**src/verilog/e1_rx_defines.svh**
```systemverilog
`ifndef E1_RX_DEFINES_SVH
`define E1_RX_DEFINES_SVH

// Register offsets
`define ADDR_RX_ALARM_STATUS_ONE 8'h06
`define ADDR_RX_ALARM_MASK_ONE 8'h16
`define ADDR_SYNC_STATUS 8'h1e
`define ADDR_RX_ALARM_CTRL 8'h20

// Reset values
`define RST_RX_ALARM_MASK_ONE 8'h00
`define RST_RX_ALARM_CTRL 2'h0

// Control field positions
`define CTRL_CRC_MF_EN_BIT 0
`define CTRL_CL_LONG_BIT 1

// Status bit positions
`define SR1_SAO_BIT 7
`define SR1_DMA_BIT 6
`define SR1_SAZ_BIT 5
`define SR1_SLIP_BIT 4
`define SR1_UA_BIT 3
`define SR1_RA_BIT 2
`define SR1_CL_BIT 1
`define SR1_LOS_BIT 0

// Timing
`define MCLK_PERIOD_NS 25
`define CRC_SEARCH_MS 8
`define CRC_SEARCH_CYCLES ((`CRC_SEARCH_MS * 1000000) / `MCLK_PERIOD_NS)

// Alarm thresholds and bit positions
`define UA_WINDOW_BITS 512
`define UA_MIN_ZEROS 3
`define RA_RUN 3
`define CL_SHORT_ZEROS 255
`define CL_LONG_ZEROS 2048
`define CL_WINDOW_BITS 255
`define CL_MIN_ONES 32
`define SIG_MIN_ZEROS 3
`define DMA_RUN 2
`define DMA_BIT_IDX 5
`define RA_BIT_IDX 2
`define MF_LAST_FRAME 15
`define TS16_LAST_BIT 7

`endif

```
**src/verilog/e1_rx_pkg.sv**
```systemverilog
package e1_rx_pkg;
  typedef logic [7:0] reg_t;
  typedef logic [5:0] crc_count_t;
  typedef logic [3:0] frame_num_t;
  typedef logic [2:0] bit_idx_t;
endpackage

```
**src/verilog/sig_mon_if.sv**
```systemverilog
`timescale 1ns/100ps
`default_nettype none
interface sig_mon_if;
  import e1_rx_pkg::*;
  logic bit_stb;
  logic bit_val;
  logic ts16;
  bit_idx_t bit_idx;
  frame_num_t frame_num;
  logic sao_alarm;
  logic saz_alarm;
  logic dma_alarm;
  logic sig_change;
  modport mon (
    input bit_stb, bit_val, ts16, bit_idx, frame_num,
    output sao_alarm, saz_alarm, dma_alarm, sig_change
  );
  modport top (
    output bit_stb, bit_val, ts16, bit_idx, frame_num,
    input sao_alarm, saz_alarm, dma_alarm, sig_change
  );
endinterface
`default_nettype wire

```
**src/verilog/e1_rx_alarm_status.sv**
```systemverilog
`timescale 1ns/100ps
`default_nettype none
`include "e1_rx_defines.svh"
module e1_rx_alarm_status
  import e1_rx_pkg::*;
#(
  parameter int unsigned CRC_SEARCH_CYCLES = `CRC_SEARCH_CYCLES
)
(
  // Clock and reset
  input wire logic mclk,
  input wire logic rst_b,
  // Line pins
  input wire logic rx_line_clk,
  input wire logic rx_line_positive,
  input wire logic rx_line_negative,
  // Frame position of the current bit, from the synchronizer
  input wire logic pos_frame_is_align,
  input wire logic [4:0] pos_ts_num,
  input wire logic [2:0] pos_bit_idx,
  input wire logic [3:0] pos_frame_num,
  // Synchronizer and elastic store state
  input wire logic frame_sync_ok,
  input wire logic crc_mf_sync_ok,
  input wire logic fas_search_active,
  input wire logic cas_search_active,
  input wire logic crc_search_active,
  input wire logic rx_slip_event,
  // Parallel register port
  input wire logic [7:0] reg_addr,
  input wire logic [7:0] reg_wdata,
  input wire logic reg_wr,
  input wire logic reg_rd,
  output logic [7:0] reg_rdata,
  // Interrupt
  output logic int_b
);
  localparam int unsigned TMR_W = $clog2(CRC_SEARCH_CYCLES + 1);
  sig_mon_if sig_bus ();
  logic [2:0] clk_s_q, pos_s_q, neg_s_q;
  logic clk_f_q, pos_f_q, neg_f_q, bit_stb, bit_val, ra_slot, rd_sr1;
  logic [8:0] ua_cnt_q;
  logic [1:0] ua_zeros_q, ua_zeros_d, ra_ones_q, ra_zeros_q, ctrl_q;
  logic ua_alarm_q, ra_alarm_q, cl_alarm_q, int_b_q;
  logic [11:0] cl_run_q, cl_run_d;
  logic [7:0] cl_win_q;
  logic [5:0] cl_ones_q;
  logic [TMR_W-1:0] crc_tmr_q;
  crc_count_t crc_cnt_q;
  reg_t sr1_q, mask_q, pend_q, src_prev_q, src, pend_set, rdata_q;
  function automatic logic [1:0] sat3(input logic [1:0] v);
    sat3 = (v == 2'h3) ? v : v + 2'h1;
  endfunction

  // Line pins: a change counts once stages two and three agree
  always_ff @(posedge mclk or negedge rst_b)
  begin
    if (!rst_b)
    begin
      clk_s_q <= 3'h0;
      pos_s_q <= 3'h0;
      neg_s_q <= 3'h0;
      clk_f_q <= 1'b0;
      pos_f_q <= 1'b0;
      neg_f_q <= 1'b0;
    end
    else
    begin
      clk_s_q <= {clk_s_q[1:0], rx_line_clk};
      pos_s_q <= {pos_s_q[1:0], rx_line_positive};
      neg_s_q <= {neg_s_q[1:0], rx_line_negative};
      if (clk_s_q[1] == clk_s_q[2])
        clk_f_q <= clk_s_q[2];
      if (pos_s_q[1] == pos_s_q[2])
        pos_f_q <= pos_s_q[2];
      if (neg_s_q[1] == neg_s_q[2])
        neg_f_q <= neg_s_q[2];
    end
  end

  assign bit_stb = (clk_s_q[1] == clk_s_q[2]) & clk_s_q[2] & ~clk_f_q;
  // Either rail pulse is a received one
  assign bit_val = pos_f_q | neg_f_q;
  assign sig_bus.bit_stb = bit_stb;
  assign sig_bus.bit_val = bit_val;
  assign sig_bus.ts16 = pos_ts_num == 5'h10;
  assign sig_bus.bit_idx = pos_bit_idx;
  assign sig_bus.frame_num = pos_frame_num;
  sig_ts16_monitor u_sig_mon (
    .mclk(mclk),
    .rst_b(rst_b),
    .mon(sig_bus)
  );
  // Unframed all ones over 512-bit windows
  assign ua_zeros_d = bit_val ? ua_zeros_q : sat3(ua_zeros_q);
  always_ff @(posedge mclk or negedge rst_b)
  begin
    if (!rst_b)
    begin
      ua_cnt_q <= 9'h000;
      ua_zeros_q <= 2'h0;
      ua_alarm_q <= 1'b0;
    end
    else if (bit_stb)
    begin
      ua_cnt_q <= ua_cnt_q + 9'h001;
      if (ua_cnt_q == 9'(`UA_WINDOW_BITS - 1))
      begin
        ua_alarm_q <= ua_zeros_d < 2'(`UA_MIN_ZEROS);
        ua_zeros_q <= 2'h0;
      end
      else
        ua_zeros_q <= ua_zeros_d;
    end
  end

  // Remote alarm, bit 3 of timeslot 0 in non-align frames
  assign ra_slot = bit_stb & ~pos_frame_is_align & (pos_ts_num == 5'h00)
    & (pos_bit_idx == 3'(`RA_BIT_IDX));
  always_ff @(posedge mclk or negedge rst_b)
  begin
    if (!rst_b)
    begin
      ra_ones_q <= 2'h0;
      ra_zeros_q <= 2'h0;
      ra_alarm_q <= 1'b0;
    end
    else if (ra_slot)
    begin
      ra_ones_q <= bit_val ? sat3(ra_ones_q) : 2'h0;
      ra_zeros_q <= bit_val ? 2'h0 : sat3(ra_zeros_q);
      if (bit_val && sat3(ra_ones_q) == 2'(`RA_RUN))
        ra_alarm_q <= 1'b1;
      else if (!bit_val && sat3(ra_zeros_q) == 2'(`RA_RUN))
        ra_alarm_q <= 1'b0;
    end
  end

  // Carrier loss: zero run sets, ones density over 255 bits clears
  assign cl_run_d = bit_val ? 12'h000
    : (cl_run_q == 12'(`CL_LONG_ZEROS)) ? cl_run_q : cl_run_q + 12'h001;
  always_ff @(posedge mclk or negedge rst_b)
  begin
    if (!rst_b)
    begin
      cl_run_q <= 12'h000;
      cl_win_q <= 8'h00;
      cl_ones_q <= 6'h00;
      cl_alarm_q <= 1'b0;
    end
    else if (bit_stb)
    begin
      cl_run_q <= cl_run_d;
      if (cl_win_q == 8'(`CL_WINDOW_BITS - 1))
      begin
        cl_win_q <= 8'h00;
        cl_ones_q <= 6'h00;
        if (6'(cl_ones_q + 6'(bit_val)) >= 6'(`CL_MIN_ONES))
          cl_alarm_q <= 1'b0;
      end
      else
      begin
        cl_win_q <= cl_win_q + 8'h01;
        if (bit_val && cl_ones_q != 6'(`CL_MIN_ONES))
          cl_ones_q <= cl_ones_q + 6'h01;
      end
      if (cl_run_d == (ctrl_q[`CTRL_CL_LONG_BIT] ? 12'(`CL_LONG_ZEROS)
          : 12'(`CL_SHORT_ZEROS)))
        cl_alarm_q <= 1'b1;
    end
  end

  // CRC multiframe search timer and wrapping six-bit counter
  always_ff @(posedge mclk or negedge rst_b)
  begin
    if (!rst_b)
    begin
      crc_tmr_q <= '0;
      crc_cnt_q <= 6'h00;
    end
    else if (!ctrl_q[`CTRL_CRC_MF_EN_BIT])
    begin
      crc_tmr_q <= '0;
      crc_cnt_q <= 6'h00;
    end
    else if (crc_mf_sync_ok)
    begin
      crc_tmr_q <= '0;
      crc_cnt_q <= 6'h00;
    end
    else if (crc_tmr_q == TMR_W'(CRC_SEARCH_CYCLES - 1))
    begin
      crc_tmr_q <= '0;
      crc_cnt_q <= crc_cnt_q + 6'h01;
    end
    else
      crc_tmr_q <= crc_tmr_q + TMR_W'(1);
  end

  // Status sources: TS16 alarms and slip in the upper half, line and sync alarms in the lower
  always_comb
  begin
    src = 8'h00;
    src[`SR1_SAO_BIT] = sig_bus.sao_alarm | sig_bus.sig_change;
    src[`SR1_DMA_BIT] = sig_bus.dma_alarm;
    src[`SR1_SAZ_BIT] = sig_bus.saz_alarm | sig_bus.sig_change;
    src[`SR1_SLIP_BIT] = rx_slip_event;
    src[`SR1_UA_BIT] = ua_alarm_q;
    src[`SR1_RA_BIT] = ra_alarm_q;
    src[`SR1_CL_BIT] = cl_alarm_q;
    src[`SR1_LOS_BIT] = ~frame_sync_ok;
  end

  // Upper half (TS16 alarms and slip) interrupts on rise, lower half (line and sync alarms) on either edge
  assign pend_set = {src[7:4] & ~src_prev_q[7:4], src[3:0] ^ src_prev_q[3:0]};
  assign rd_sr1 = reg_rd & (reg_addr == `ADDR_RX_ALARM_STATUS_ONE);
  always_ff @(posedge mclk or negedge rst_b)
  begin
    if (!rst_b)
    begin
      src_prev_q <= 8'h00;
      sr1_q <= 8'h00;
      pend_q <= 8'h00;
      int_b_q <= 1'b1;
    end
    else
    begin
      src_prev_q <= src;
      // New set beats a same-cycle clear; a live alarm stays set
      if (reg_wr && reg_addr == `ADDR_RX_ALARM_STATUS_ONE)
        sr1_q <= (sr1_q & ~reg_wdata) | src;
      else
        sr1_q <= sr1_q | src;
      pend_q <= (rd_sr1 ? 8'h00 : pend_q) | pend_set;
      int_b_q <= ~|(pend_q & mask_q);
    end
  end

  // Writable control
  always_ff @(posedge mclk or negedge rst_b)
  begin
    if (!rst_b)
    begin
      mask_q <= `RST_RX_ALARM_MASK_ONE;
      ctrl_q <= `RST_RX_ALARM_CTRL;
    end
    else if (reg_wr)
    begin
      if (reg_addr == `ADDR_RX_ALARM_MASK_ONE)
        mask_q <= reg_wdata;
      if (reg_addr == `ADDR_RX_ALARM_CTRL)
        ctrl_q <= reg_wdata[1:0];
    end
  end

  // Read data is registered, one cycle after the strobe
  always_ff @(posedge mclk or negedge rst_b)
  begin
    if (!rst_b)
      rdata_q <= 8'h00;
    else if (reg_rd)
    begin
      case (reg_addr)
        `ADDR_RX_ALARM_STATUS_ONE: rdata_q <= sr1_q;
        `ADDR_RX_ALARM_MASK_ONE: rdata_q <= mask_q;
        `ADDR_SYNC_STATUS: rdata_q <= {crc_cnt_q[5:2], crc_cnt_q[0], fas_search_active,
          cas_search_active, crc_search_active};
        `ADDR_RX_ALARM_CTRL: rdata_q <= {6'h00, ctrl_q};
        default: rdata_q <= 8'h00;
      endcase
    end
  end
  assign reg_rdata = rdata_q;
  assign int_b = int_b_q;
endmodule // e1_rx_alarm_status
`default_nettype wire

```
**src/verilog/sig_ts16_monitor.sv**
```systemverilog
`timescale 1ns/100ps
`default_nettype none
`include "e1_rx_defines.svh"
module sig_ts16_monitor
  import e1_rx_pkg::*;
(
  // Clock and reset
  input wire logic mclk,
  input wire logic rst_b,
  // Timeslot 16 stream and alarms
  sig_mon_if.mon mon
);
  reg_t byte_q;
  reg_t sig_mem [16];
  logic mem_valid_q;
  logic diff_q;
  logic [1:0] zeros_q;
  logic any_one_q;
  logic [1:0] dma_ones_q;
  logic [1:0] dma_zeros_q;
  logic sao_q;
  logic saz_q;
  logic dma_q;
  logic change_q;
  reg_t byte_d;
  logic [1:0] zeros_d;
  logic any_one_d;
  logic ts16_bit;
  logic byte_done;
  logic mf_end;

  function automatic logic [1:0] sat3(input logic [1:0] v);
    sat3 = (v == 2'h3) ? v : v + 2'h1;
  endfunction

  assign ts16_bit = mon.bit_stb & mon.ts16;
  assign byte_done = ts16_bit & (mon.bit_idx == 3'(`TS16_LAST_BIT));
  assign mf_end = byte_done & (mon.frame_num == 4'(`MF_LAST_FRAME));
  assign byte_d = {byte_q[6:0], mon.bit_val};
  assign zeros_d = mon.bit_val ? zeros_q : sat3(zeros_q);
  assign any_one_d = any_one_q | mon.bit_val;

  always_ff @(posedge mclk or negedge rst_b)
  begin
    if (!rst_b)
      byte_q <= 8'h00;
    else if (ts16_bit)
      byte_q <= byte_d;
  end

  // Signaling bytes of the last multiframe, kept for comparison
  always_ff @(posedge mclk)
  begin
    if (byte_done)
      sig_mem[mon.frame_num] <= byte_d;
  end

  always_ff @(posedge mclk or negedge rst_b)
  begin
    if (!rst_b)
    begin
      diff_q <= 1'b0;
      mem_valid_q <= 1'b0;
      change_q <= 1'b0;
    end
    else
    begin
      change_q <= 1'b0;
      if (byte_done && mem_valid_q && sig_mem[mon.frame_num] != byte_d)
        diff_q <= 1'b1;
      if (mf_end)
      begin
        change_q <= diff_q | (mem_valid_q && sig_mem[mon.frame_num] != byte_d);
        diff_q <= 1'b0;
        mem_valid_q <= 1'b1;
      end
    end
  end

  // Zero and one content over a whole multiframe
  always_ff @(posedge mclk or negedge rst_b)
  begin
    if (!rst_b)
    begin
      zeros_q <= 2'h0;
      any_one_q <= 1'b0;
      sao_q <= 1'b0;
      saz_q <= 1'b0;
    end
    else if (mf_end)
    begin
      sao_q <= zeros_d < 2'(`SIG_MIN_ZEROS);
      saz_q <= ~any_one_d;
      zeros_q <= 2'h0;
      any_one_q <= 1'b0;
    end
    else if (ts16_bit)
    begin
      zeros_q <= zeros_d;
      any_one_q <= any_one_d;
    end
  end

  // Distant multiframe bit, frame 0 only
  always_ff @(posedge mclk or negedge rst_b)
  begin
    if (!rst_b)
    begin
      dma_ones_q <= 2'h0;
      dma_zeros_q <= 2'h0;
      dma_q <= 1'b0;
    end
    else if (ts16_bit && mon.frame_num == 4'h0 && mon.bit_idx == 3'(`DMA_BIT_IDX))
    begin
      dma_ones_q <= mon.bit_val ? sat3(dma_ones_q) : 2'h0;
      dma_zeros_q <= mon.bit_val ? 2'h0 : sat3(dma_zeros_q);
      if (mon.bit_val && sat3(dma_ones_q) >= 2'(`DMA_RUN))
        dma_q <= 1'b1;
      else if (!mon.bit_val && sat3(dma_zeros_q) >= 2'(`DMA_RUN))
        dma_q <= 1'b0;
    end
  end

  assign mon.sao_alarm = sao_q;
  assign mon.saz_alarm = saz_q;
  assign mon.dma_alarm = dma_q;
  assign mon.sig_change = change_q;
endmodule // sig_ts16_monitor
`default_nettype wire
```
**config.mk**
```make
export PLATFORM = sky130hd
export DESIGN_NAME = e1_rx_alarm_status
export DESIGN_NICKNAME = d
export VERILOG_FILES = /design/src/verilog/e1_rx_pkg.sv /design/src/verilog/sig_mon_if.sv /design/src/verilog/e1_rx_alarm_status.sv /design/src/verilog/sig_ts16_monitor.sv
export VERILOG_INCLUDE_DIRS = /design/src /design/src/verilog
export SDC_FILE = /design/constraint.sdc
export NUM_CORES = 1
export LEC_CHECK = 0
export ABC_AREA = 0
export BUFFER_PORTS_ARGS = -buffer_cell sky130_fd_sc_hd__buf_2
export CORE_AREA = 2 2 137 139
export DETAILED_ROUTE_END_ITERATION = 6
export DIE_AREA = 0 0 139 141
export GPL_ROUTABILITY_DRIVEN = 0
export PLACE_DENSITY = 0.83
export SYNTH_ARGS = -nofsm -noshare
export SYNTH_HDL_FRONTEND = slang
export SYNTH_SLANG_ARGS = --single-unit
```
**constraint.sdc**
```tcl
create_clock -name mclk -period 4.55 [get_ports mclk]
set_clock_uncertainty 0.05 [all_clocks]
set_input_delay 0 -clock mclk [delete_from_list [all_inputs] [get_ports mclk]]
set_output_delay 0 -clock mclk [all_outputs]
set_load 0.05 [all_outputs]
```
Word level (Yosys, flattened, before mapping) --
Memories as Yosys holds them, arrays and structs flattened. Cells that the tools add are included.
Cells by class: magnitude comparators 5, reductions and logical operators 30, equality and inequality tests 28, bitwise operators 27, add/sub/neg operators 13, muxes and demuxes 44
Operators by type and width (number):
- 19-bit two-way mux | 3
- 12-bit two-way mux | 3
- 8-bit case mux with 4 select lines | 1
- 2-bit two-way mux | 15
- 6-bit two-way mux | 5
- 8-bit two-way mux | 3
- 8-bit OR | 3
- 19-bit by 1-bit adder with 19-bit output (second input constant) | 1
- 19-bit equality test (second input constant) | 1
- 8-bit bitwise AND | 2
- 2-bit equality test (second input constant) | 8
- 8-bit by 5-bit equality test with 1-bit output (second input constant) | 2
- 1-bit two-way mux | 14
- 2-bit nonzero test | 7
- 12-bit by 1-bit adder with 12-bit output (second input constant) | 1
- 2-bit by 1-bit adder with 2-bit output (second input constant) | 6
- 6-bit by 1-bit adder with 6-bit output (second input constant) | 2
- 12-bit equality test | 1
- 12-bit equality test (second input constant) | 1
- 2-bit AND reduction | 6
- 1-bit logical AND | 11
- 9-bit by 1-bit adder with 9-bit output (second input constant) | 1
- 1-bit bitwise AND | 9
- 9-bit equality test (second input constant) | 1
- other kinds (27) | 40
Storage, ports and cells: bits in registers 144, bits in writable memories 128, memories 1, logic and storage cells 184, input port bits 42, output and inout bits 9
Memories:
- u_sig_mon.sig_mem | depth 16, bits a word 8, rd ports 1, clocked after memory_dff 0, wr ports 1, line sig_ts16_monitor.sv:14 | reg_t sig_mem [16];

Longest topological paths before layout --
Gate-level depths: netlist (run 1).
depth in word-level cells 9, gate-level depth with buffers 10, mapped depth without buffers 9

Modules after synthesis --
Synthesis (run 1) repeated with hierarchy kept, for this count alone.
Unflattened totals: cells, all modules 918, area, all modules 12015.3 µm²
Modules (own cells, without submodules):
- sig_ts16_monitor | cells each 330, instances 1, area an instance 6028.3 µm²
- e1_rx_alarm_status | cells each 588, instances 1, area an instance 5987.0 µm²

Least setup slack after synthesis (run 1) --
Ideal clock, no wire load.
path kind reg2reg, start point register cl_run_q[0], end point register cl_alarm_q, required time 4.364 ns, slack 2.361 ns, cell stages (with the launch flop) 9, setup time 0.136 ns, arrival 2.003 ns, cell sequence dfrtp_1 -> inv_1 -> ha_1 -> or4b_4 -> o311ai_1 -> a21boi_1 -> o22ai_1 -> a32oi_1 -> o41ai_2
On the way: longest elaborated chain between the ends 6, elaborated cells between the ends (all ways) 9
Ends and longest elaborated chain:
- start: declaration | line e1_rx_alarm_status.sv:45 | logic [11:0] cl_run_q, cl_run_d;
- start signal: assignment | line e1_rx_alarm_status.sv:153 | cl_run_q <= cl_run_d;
- 12-bit by 1-bit adder with 12-bit output or 12-bit equality test (tied branches) | line e1_rx_alarm_status.sv:141 | : (cl_run_q == 12'(`CL_LONG_ZEROS)) ? cl_run_q : cl_run_q + 12'h001;
- 12-bit two-way mux * | line e1_rx_alarm_status.sv:141
- 12-bit two-way mux * | line e1_rx_alarm_status.sv:140 | assign cl_run_d = bit_val ? 12'h000
- 12-bit equality test * | line e1_rx_alarm_status.sv:167 | if (cl_run_d == (ctrl_q[`CTRL_CL_LONG_BIT] ? 12'(`CL_LONG_ZEROS)
- 2-bit nonzero test (no source line)
- 3-bit AND reduction (no source line)
- end signal: assignment | line e1_rx_alarm_status.sv:149 | cl_alarm_q <= 1'b0;
- end signal: assignment | line e1_rx_alarm_status.sv:159 | cl_alarm_q <= 1'b0;
- end signal: assignment | line e1_rx_alarm_status.sv:169 | cl_alarm_q <= 1'b1;
- end: declaration | line e1_rx_alarm_status.sv:44 | logic ua_alarm_q, ra_alarm_q, cl_alarm_q, int_b_q;
Every way passes the cells marked *; elsewhere a longest branch is shown, timed or not. A chain may end at the register's enable or synchronous reset.

Final worst setup path (run 1) --
start point input pos_ts_num[3], end point memory u_sig_mon.sig_mem[6][3] (netlist bit), enable pin
On the way: longest elaborated chain between the ends 5
Ends and longest elaborated chain:
- start: declaration | line e1_rx_alarm_status.sv:19 | input wire logic [4:0] pos_ts_num,
- 5-bit equality test | line e1_rx_alarm_status.sv:86 | assign sig_bus.ts16 = pos_ts_num == 5'h10;
- 1-bit bitwise AND | line sig_ts16_monitor.sv:36 | assign ts16_bit = mon.bit_stb & mon.ts16;
- 1-bit bitwise AND | line sig_ts16_monitor.sv:37 | assign byte_done = ts16_bit & (mon.bit_idx == 3'(`TS16_LAST_BIT));
- 1-bit two-way mux | line sig_ts16_monitor.sv:54 | if (byte_done)
- 1-bit two-way mux (not written as such) | line sig_ts16_monitor.sv:55 | sig_mem[mon.frame_num] <= byte_d;
- end: declaration | line sig_ts16_monitor.sv:14
Every way passes these cells.

==> results of run 1 <==
-- cells in the final DEF (no fill, tap or decap), drive strengths merged, types with 10 or more instances in the layout --
master and count:
ha 12, o21ai 32, buf 54, nor2 81, nand4 10, mux2i 37, edfxtp 128, dfrtp 143
clkbuf 31, dlygate4sd3 31, o31ai 10, mux2 17, a21oi 31, inv 30, and3 15, mux4 32
xor2 24, xnor2 32, nand2 82, nand3 23
-- final timing paths --
check / from / end
max in group asynchronous: rst_b / cl_win_q[5]$_DFFE_PN0P_
min reg2reg: pos_s_q[0]$_DFF_PN0_ / pos_s_q[1]$_DFF_PN0_
max: pos_ts_num[3] / u_sig_mon.sig_mem[6][3]$_DFFE_PP_
min: pos_bit_idx[0] / ra_alarm_q$_DFFE_PN0P_
min in group asynchronous: rst_b / reg_rdata[0]$_DFFE_PN0P_
max reg2reg: clk_s_q[1]$_DFF_PN0_ / u_sig_mon.sig_mem[6][3]$_DFFE_PP_
-- report_power, final --
part	total [mW]	leakage, nW	internal (mW)	switching [mW]
Clock	2.50	0.496	1.61	0.897
Sequential	2.77	2.90	2.67	0.102
Combinational	0.368	1.83	0.159	0.209
-- logic make-up (layout without fill, tap and decap cells) --
logic type / after synthesis / in the layout / synth area share, %
AND/OR/NAND/NOR: 258 / 258 / 10.8
adder cells (fa/ha/maj): 14 / 14 / 1.46
AO/OA/AOI/OAI: 118 / 118 / 6.23
flip-flops: 272 / 272 / 63.7
multiplexers: 86 / 86 / 11.0
buffers and inverters: 66 / 164 / 2.61
XOR/XNOR: 56 / 56 / 4.20
-- stage by stage --
| step | cell area (um^2) | setup slack [ns] | cells |
|---|---|---|---|
| 2_1_floorplan | 11700 | 2.36 | 870 |
| 3_3_place_gp | 12100 | 1.67 | 1122 |
| 3_5_place_dp | 12100 | 1.57 | 1122 |
| 4_1_cts | 13400 | 1.24 | 1202 |
| 5_1_grt | 13400 | 0.954 | 1202 |
| 6_report | 13400 | 1.21 | 1202 |
-- layout make-up --
cell class,count,area [um^2]
Inverter,30,113
Multi-Input combinational cell,532,3940
Clock inverter,18,310
Clock buffer,31,701
Sequential cell,272,7450
Timing Repair Buffer,85,597
Tap cell,234,293
Fill cell,1123,4870
-- metal layers --
layer / track usage [%] / share of wire (%) / vias up
li1: - / - / 3318
met1: 34.8 / 41 / 3624
met2: 41.7 / 49 / 307
met3: 3.84 / 7.1 / 47
met4: 8.03 / 2.2 / 0
met5: 0 / 0 / -
-- state kept, by name, indices dropped and copies added (netlist names), 3 cells and up --
name / cells
mask_q: 8
crc_tmr_q: 19
sr1_q: 8
pend_q: 8
u_sig_mon.byte_q: 7
cl_run_q: 12
neg_s_q: 3
src_prev_q: 8
ua_cnt_q: 9
cl_ones_q: 6
clk_s_q: 3
reg_rdata: 8
pos_s_q: 3
crc_cnt_q: 6
cl_win_q: 8
u_sig_mon.sig_mem: 128
-- worst max-delay path, delay by kind of cell --
family,cells,cell delay (ns)
buffers and inverters,3,1.26
AND/OR/NAND/NOR,5,2.18
==> metrics.csv, run 1 <==
metric,value,unit
drc,0,
finalPower,5.64,mW
core,18300,um^2
grt_use_total,25.1,%
worst_pin_slew,1.00,ns
hold_viol_final,0,
cts_resized,0,
r2r_setup_slack,1.55,ns
p_per_area,421,nW/um^2
antenna_found_initial,0,
synth_area_per_cell,13.4,um^2
dominantRegCellSynth,dfrtp_1,
synthTopCellsByArea,"edfxtp_1, dfrtp_1, mux4_2",
ant_nets,0,
grt_pass1_wl,38900,um
slew_headroom,33.1,%
ys_async_sr_fraction,52.9,%
clkLatencyLatePin,0.52,ns
totalWireLength,23900,um
synth.top_cells.by_count,"dfrtp_1, edfxtp_1, nand2_1, nor2_1, mux2i_1",
finish.utilization,73.3,%
firstDrtPassIters,5,
drive_gt1_share,16.0,%
ys_types,63,
cp_max_fo,15,
holdCritPathClass,in2reg,
diodes,0,
cp_slowest_stage_delay,0.62,ns
start_util,64.0,%
path_class,in2reg,
grt_remaining_overflow,0,
portBuffers,50,
mappedNetlistArea,11700,um^2
post_cts_buffers,0,
period_share,73.4,%
syn_inst,870,
syn_nets,924,
grt_start_max_net_pins,97,
dpl.hpwl,14800,um
fin_worst_hold_slack,0.0247,ns
cts_buffers,27,
ys_seq_area_share,63.7,%
dr.first_iter.drc_count,569,
h-tree-depth,1,
hold_buffers,31,
status,completed,
finalCriticalPeriod,3.34,ns
area_delta_synth_final,14.6,%
cp.required,4.65,ns
synth_most_common_cell,dfrtp_1,
via_per_inst,6.07,
rsz0062_at_grt,false,
clockBufferDepth,3,
synth_largest_area_cell,edfxtp_1,
cp-start-kind,input pin,
maxSlewViolCount,0,
cts_tree,built,
die-area,19600,um^2
crit_top_cell,dlygate4sd3_1,
path_cells,dlygate4sd3_1 -> buf_2 -> or4_1 -> dlygate4sd3_1 -> nor3_4 -> and4_1 -> nand3b_1 -> nor2_1,
fin_tns_setup,0,ns
reg2reg_depth,7,
grt_pass1_vias,7320,
fmax,299,MHz
die_w,139,um
hold-path-cell-count,6,
row_count,50,
critPathCaptureType,flop,
root_buffer,clkbuf_16,
clk_pin_slew,0.06,ns
clock-sinks,272,
cp.arrival,3.45,ns
synth_top_area_share,32.9,%
dieHeight,141,um
ys_seq_elements,272,
maxCapViolations,0,
wire_per_inst,19.9,um
nNetsFinal,1002,
cp_slowest_cell,dlygate4sd3_1,
synth_edf_count,128,
p_leak,5.23,nW
vdd_ir_drop_max,0.341,mV
pin_count,51,
vias,7296,
yosys_warnings,0,
setup_viol,0,
No activity file was read; power rests on OpenSTA's default activity.
==> inputs of run 2 (changes only) <==
--- a/config.mk
+++ b/config.mk
@@ -8,11 +8,11 @@
 export LEC_CHECK = 0
 export ABC_AREA = 0
 export BUFFER_PORTS_ARGS = -buffer_cell sky130_fd_sc_hd__buf_2
-export CORE_AREA = 2 2 137 139
+export CORE_AREA = 2 2 142 144
 export DETAILED_ROUTE_END_ITERATION = 6
-export DIE_AREA = 0 0 139 141
+export DIE_AREA = 0 0 144 146
 export GPL_ROUTABILITY_DRIVEN = 0
-export PLACE_DENSITY = 0.83
+export PLACE_DENSITY = 0.78
 export SYNTH_ARGS = -nofsm -noshare
 export SYNTH_HDL_FRONTEND = slang
 export SYNTH_SLANG_ARGS = --single-unit
==> constraint.sdc (replaced) <==
create_clock -name mclk -period 3.5 [get_ports mclk]
set_clock_uncertainty 0.05 [all_clocks]
set_input_delay 0 -clock mclk [delete_from_list [all_inputs] [get_ports mclk]]
set_output_delay 0 -clock mclk [all_outputs]
set_load 0.05 [all_outputs]
==> run 2 against run 1 <==
Effect of this change: sequential share of layout area shrank 0.20 points; clock power grew 14%; hold slack lost 0.00062 ns; utilization shrank 3.8 points; critical path depth is the same; first-iteration DRC count shrank 1.6%; critical path type is now reg2reg; power grew 23%; critical endpoint is now ra_alarm_q$_DFFE_PN0P_.
==> metrics.csv, run 2 (synthesized netlist as in run 1, its figures left out) <==
metric,value,unit,change
status,completed,,
fin_tns_setup,0,ns,unchanged
p_per_area,516,nW/um^2,+22%
area_delta_synth_final,15.0,%,
top_regs,"u_sig_mon.sig_mem (128), crc_tmr_q (19), cl_run_q (12)",,
vdd_ir_drop_max,0.336,mV,-1.5%
portBuffers,50,,unchanged
drive_gt1_share,17.4,%,+1.4 points
clock_power_share,41.3,%,-3.1 points
dpl.hpwl,14100,um,-4.8%
cp_slowest_cell,dlygate4sd3_1,,
row_count,51,,+2.0%
top_register,u_sig_mon.sig_mem,,
clkLatencyLatePin,0.53,ns,about the same
grt_start_max_net_pins,101,,+4.1%
critPathCaptureType,flop,,
maxCapViolations,0,,unchanged
vias,7288,,-0.11%
cp-start-kind,flop,,
path_delay_family,buffers and inverters,,
cp.arrival,2.87,ns,-0.58 ns
cts_buffers,28,,+3.7%
root_buffer,clkbuf_16,,
die_w,144,um,+3.6%
clock-sinks,272,,unchanged
p_int,5.35,mW,+21%
r2r_start,clk_s_q[1]$_DFF_PN0_,,
p_seq_share,51.9,%,+2.8 points
hp-start,pos_ts_num[4],,
dieHeight,146,um,+3.5%
antenna_found_initial,0,,unchanged
cts_resized,0,,unchanged
cts_tree,built,,
fmax,399,MHz,
wire_per_inst,18.6,um,-6.3%
p_leak,5.26,nW,+0.59%
path_cells,ha_1 -> nand2b_1 -> buf_4 -> nor4_2 -> dlygate4sd3_1 -> nand2_1 -> a21oi_1 -> nor2_1,,
firstDrtPassIters,5,,unchanged
dr.first_iter.drc_count,560,,-1.6%
h-tree-depth,1,,unchanged
cp_slowest_stage_delay,0.81,ns,+0.19 ns
comb_power_share,6.9,%,+0.4 points
startpoint,clk_s_q[1]$_DFF_PN0_,,
via_per_inst,5.84,,-3.8%
hold_viol_final,0,,unchanged
finalCriticalPeriod,2.51,ns,
holdCritPathClass,in2reg,,
largest_reg_flops,128,,unchanged
start_util,60.5,%,-3.5 points
ant_nets,0,,unchanged
grt_remaining_overflow,0,,unchanged
drc,0,,unchanged
mostFrequentLayoutCells,"dfrtp_1, edfxtp_1, nand2_1",,
clk_pin_slew,0.06,ns,about the same
core,19300,um^2,+5.8%
switchingPower,1.58,mW,+31%
die-area,21000,um^2,+7.3%
diodes,0,,unchanged
cp_max_fo,28,,+13
path_class,reg2reg,,
multiInputGateArea,3940,um^2,unchanged
grt_pass1_wl,38500,um,-0.96%
finish.utilization,69.5,%,-3.8 points
switching_share,22.8,%,+1.4 points
r2r_setup_slack,0.99,ns,-0.56 ns
slew_headroom,34.5,%,+1.3 points
clockBufferDepth,3,,unchanged
grt_pass1_vias,7525,,+2.8%
worst_pin_slew,0.983,ns,-0.0200 ns
setup_viol,0,,unchanged
register_area,7450,um^2,unchanged
n_fill_cell,1303,,+16%
period_share,71.6,%,
pin_count,51,,unchanged
worst-path-buf-inv,2,,-1
nNetsFinal,1016,,+1.4%
final_common_cell,dfrtp_1,,
maxSlewViolCount,0,,unchanged
grt_use_total,23.2,%,-1.9 points
totalWireLength,23300,um,-2.8%
rsz0062_at_grt,false,,
cp.required,3.87,ns,-0.78 ns
## run 2: timing repair
item / 4_1_cts / 5_1_grt
setup endpoints to repair: 0 / 0
buffers inserted: 0 / 0
endpoints found under the hold margin: 191 / 0
hold buffers: 30 / 0
## run 2: cell type report
| class | count | area share [%] |
|---|---|---|
| timing repair buffer | 98 | 5.37 |
| tap | 265 | 2.47 |
| clock buffer | 40 | 6.00 |
| clock inverter | 11 | 0.651 |
| inverter | 30 | 0.838 |
| multi-input combinational | 532 | 29.3 |
| sequential | 272 | 55.4 |
## run 2: routing by layer
layer	global-route usage (%)	part of all wire, %
met5	0	0
met4	6.67	2.2
met3	3.52	5.2
met2	38.1	50
met1	32.5	43
## run 2: power groups by stage
stage	Combinational [mW]	Clock, mW	Sequential (mW)
6_report	0.477	2.86	3.60
4_1_cts	0.482	2.91	3.60
3_3_place_gp	0.437	0	3.65
3_5_place_dp	0.451	0	3.65
5_1_grt	0.544	3.03	3.61
2_1_floorplan	0.311	0	3.63
## run 2: through the flow
stage | power (mW) | setup WS [ns] | cell area, um^2 | cells | hold slack (ns)
floorplan | 3.94 | 1.31 | 11700 | 870 | -0.346
global placement | 4.09 | 0.977 | 12200 | 1167 | -0.100
detailed placement | 4.11 | 0.866 | 12200 | 1167 | -0.0951
CTS | 6.99 | 0.995 | 13400 | 1248 | 0.00751
global route | 7.19 | 0.830 | 13400 | 1248 | 0.0612
finish | 6.93 | 0.995 | 13400 | 1248 | 0.0241
## run 2: worst min-delay path: cells and delay by family
family / cells / cell delay [ns]
AO/OA/AOI/OAI: 1 / 0.13
buffers and inverters: 3 / 0.37
AND/OR/NAND/NOR: 1 / 0.05
## run 2: final timing paths
path,end,cells after the start
min in group asynchronous,reg_rdata[0]$_DFFE_PN0P_,4
max in group asynchronous,clk_s_q[0]$_DFF_PN0_,4
worst max register to register,ra_alarm_q$_DFFE_PN0P_,8
worst max-delay path,ra_alarm_q$_DFFE_PN0P_,8
worst min register to register,clk_s_q[1]$_DFF_PN0_,0
worst min-delay path,u_sig_mon.byte_q[0]$_DFFE_PN0P_,5
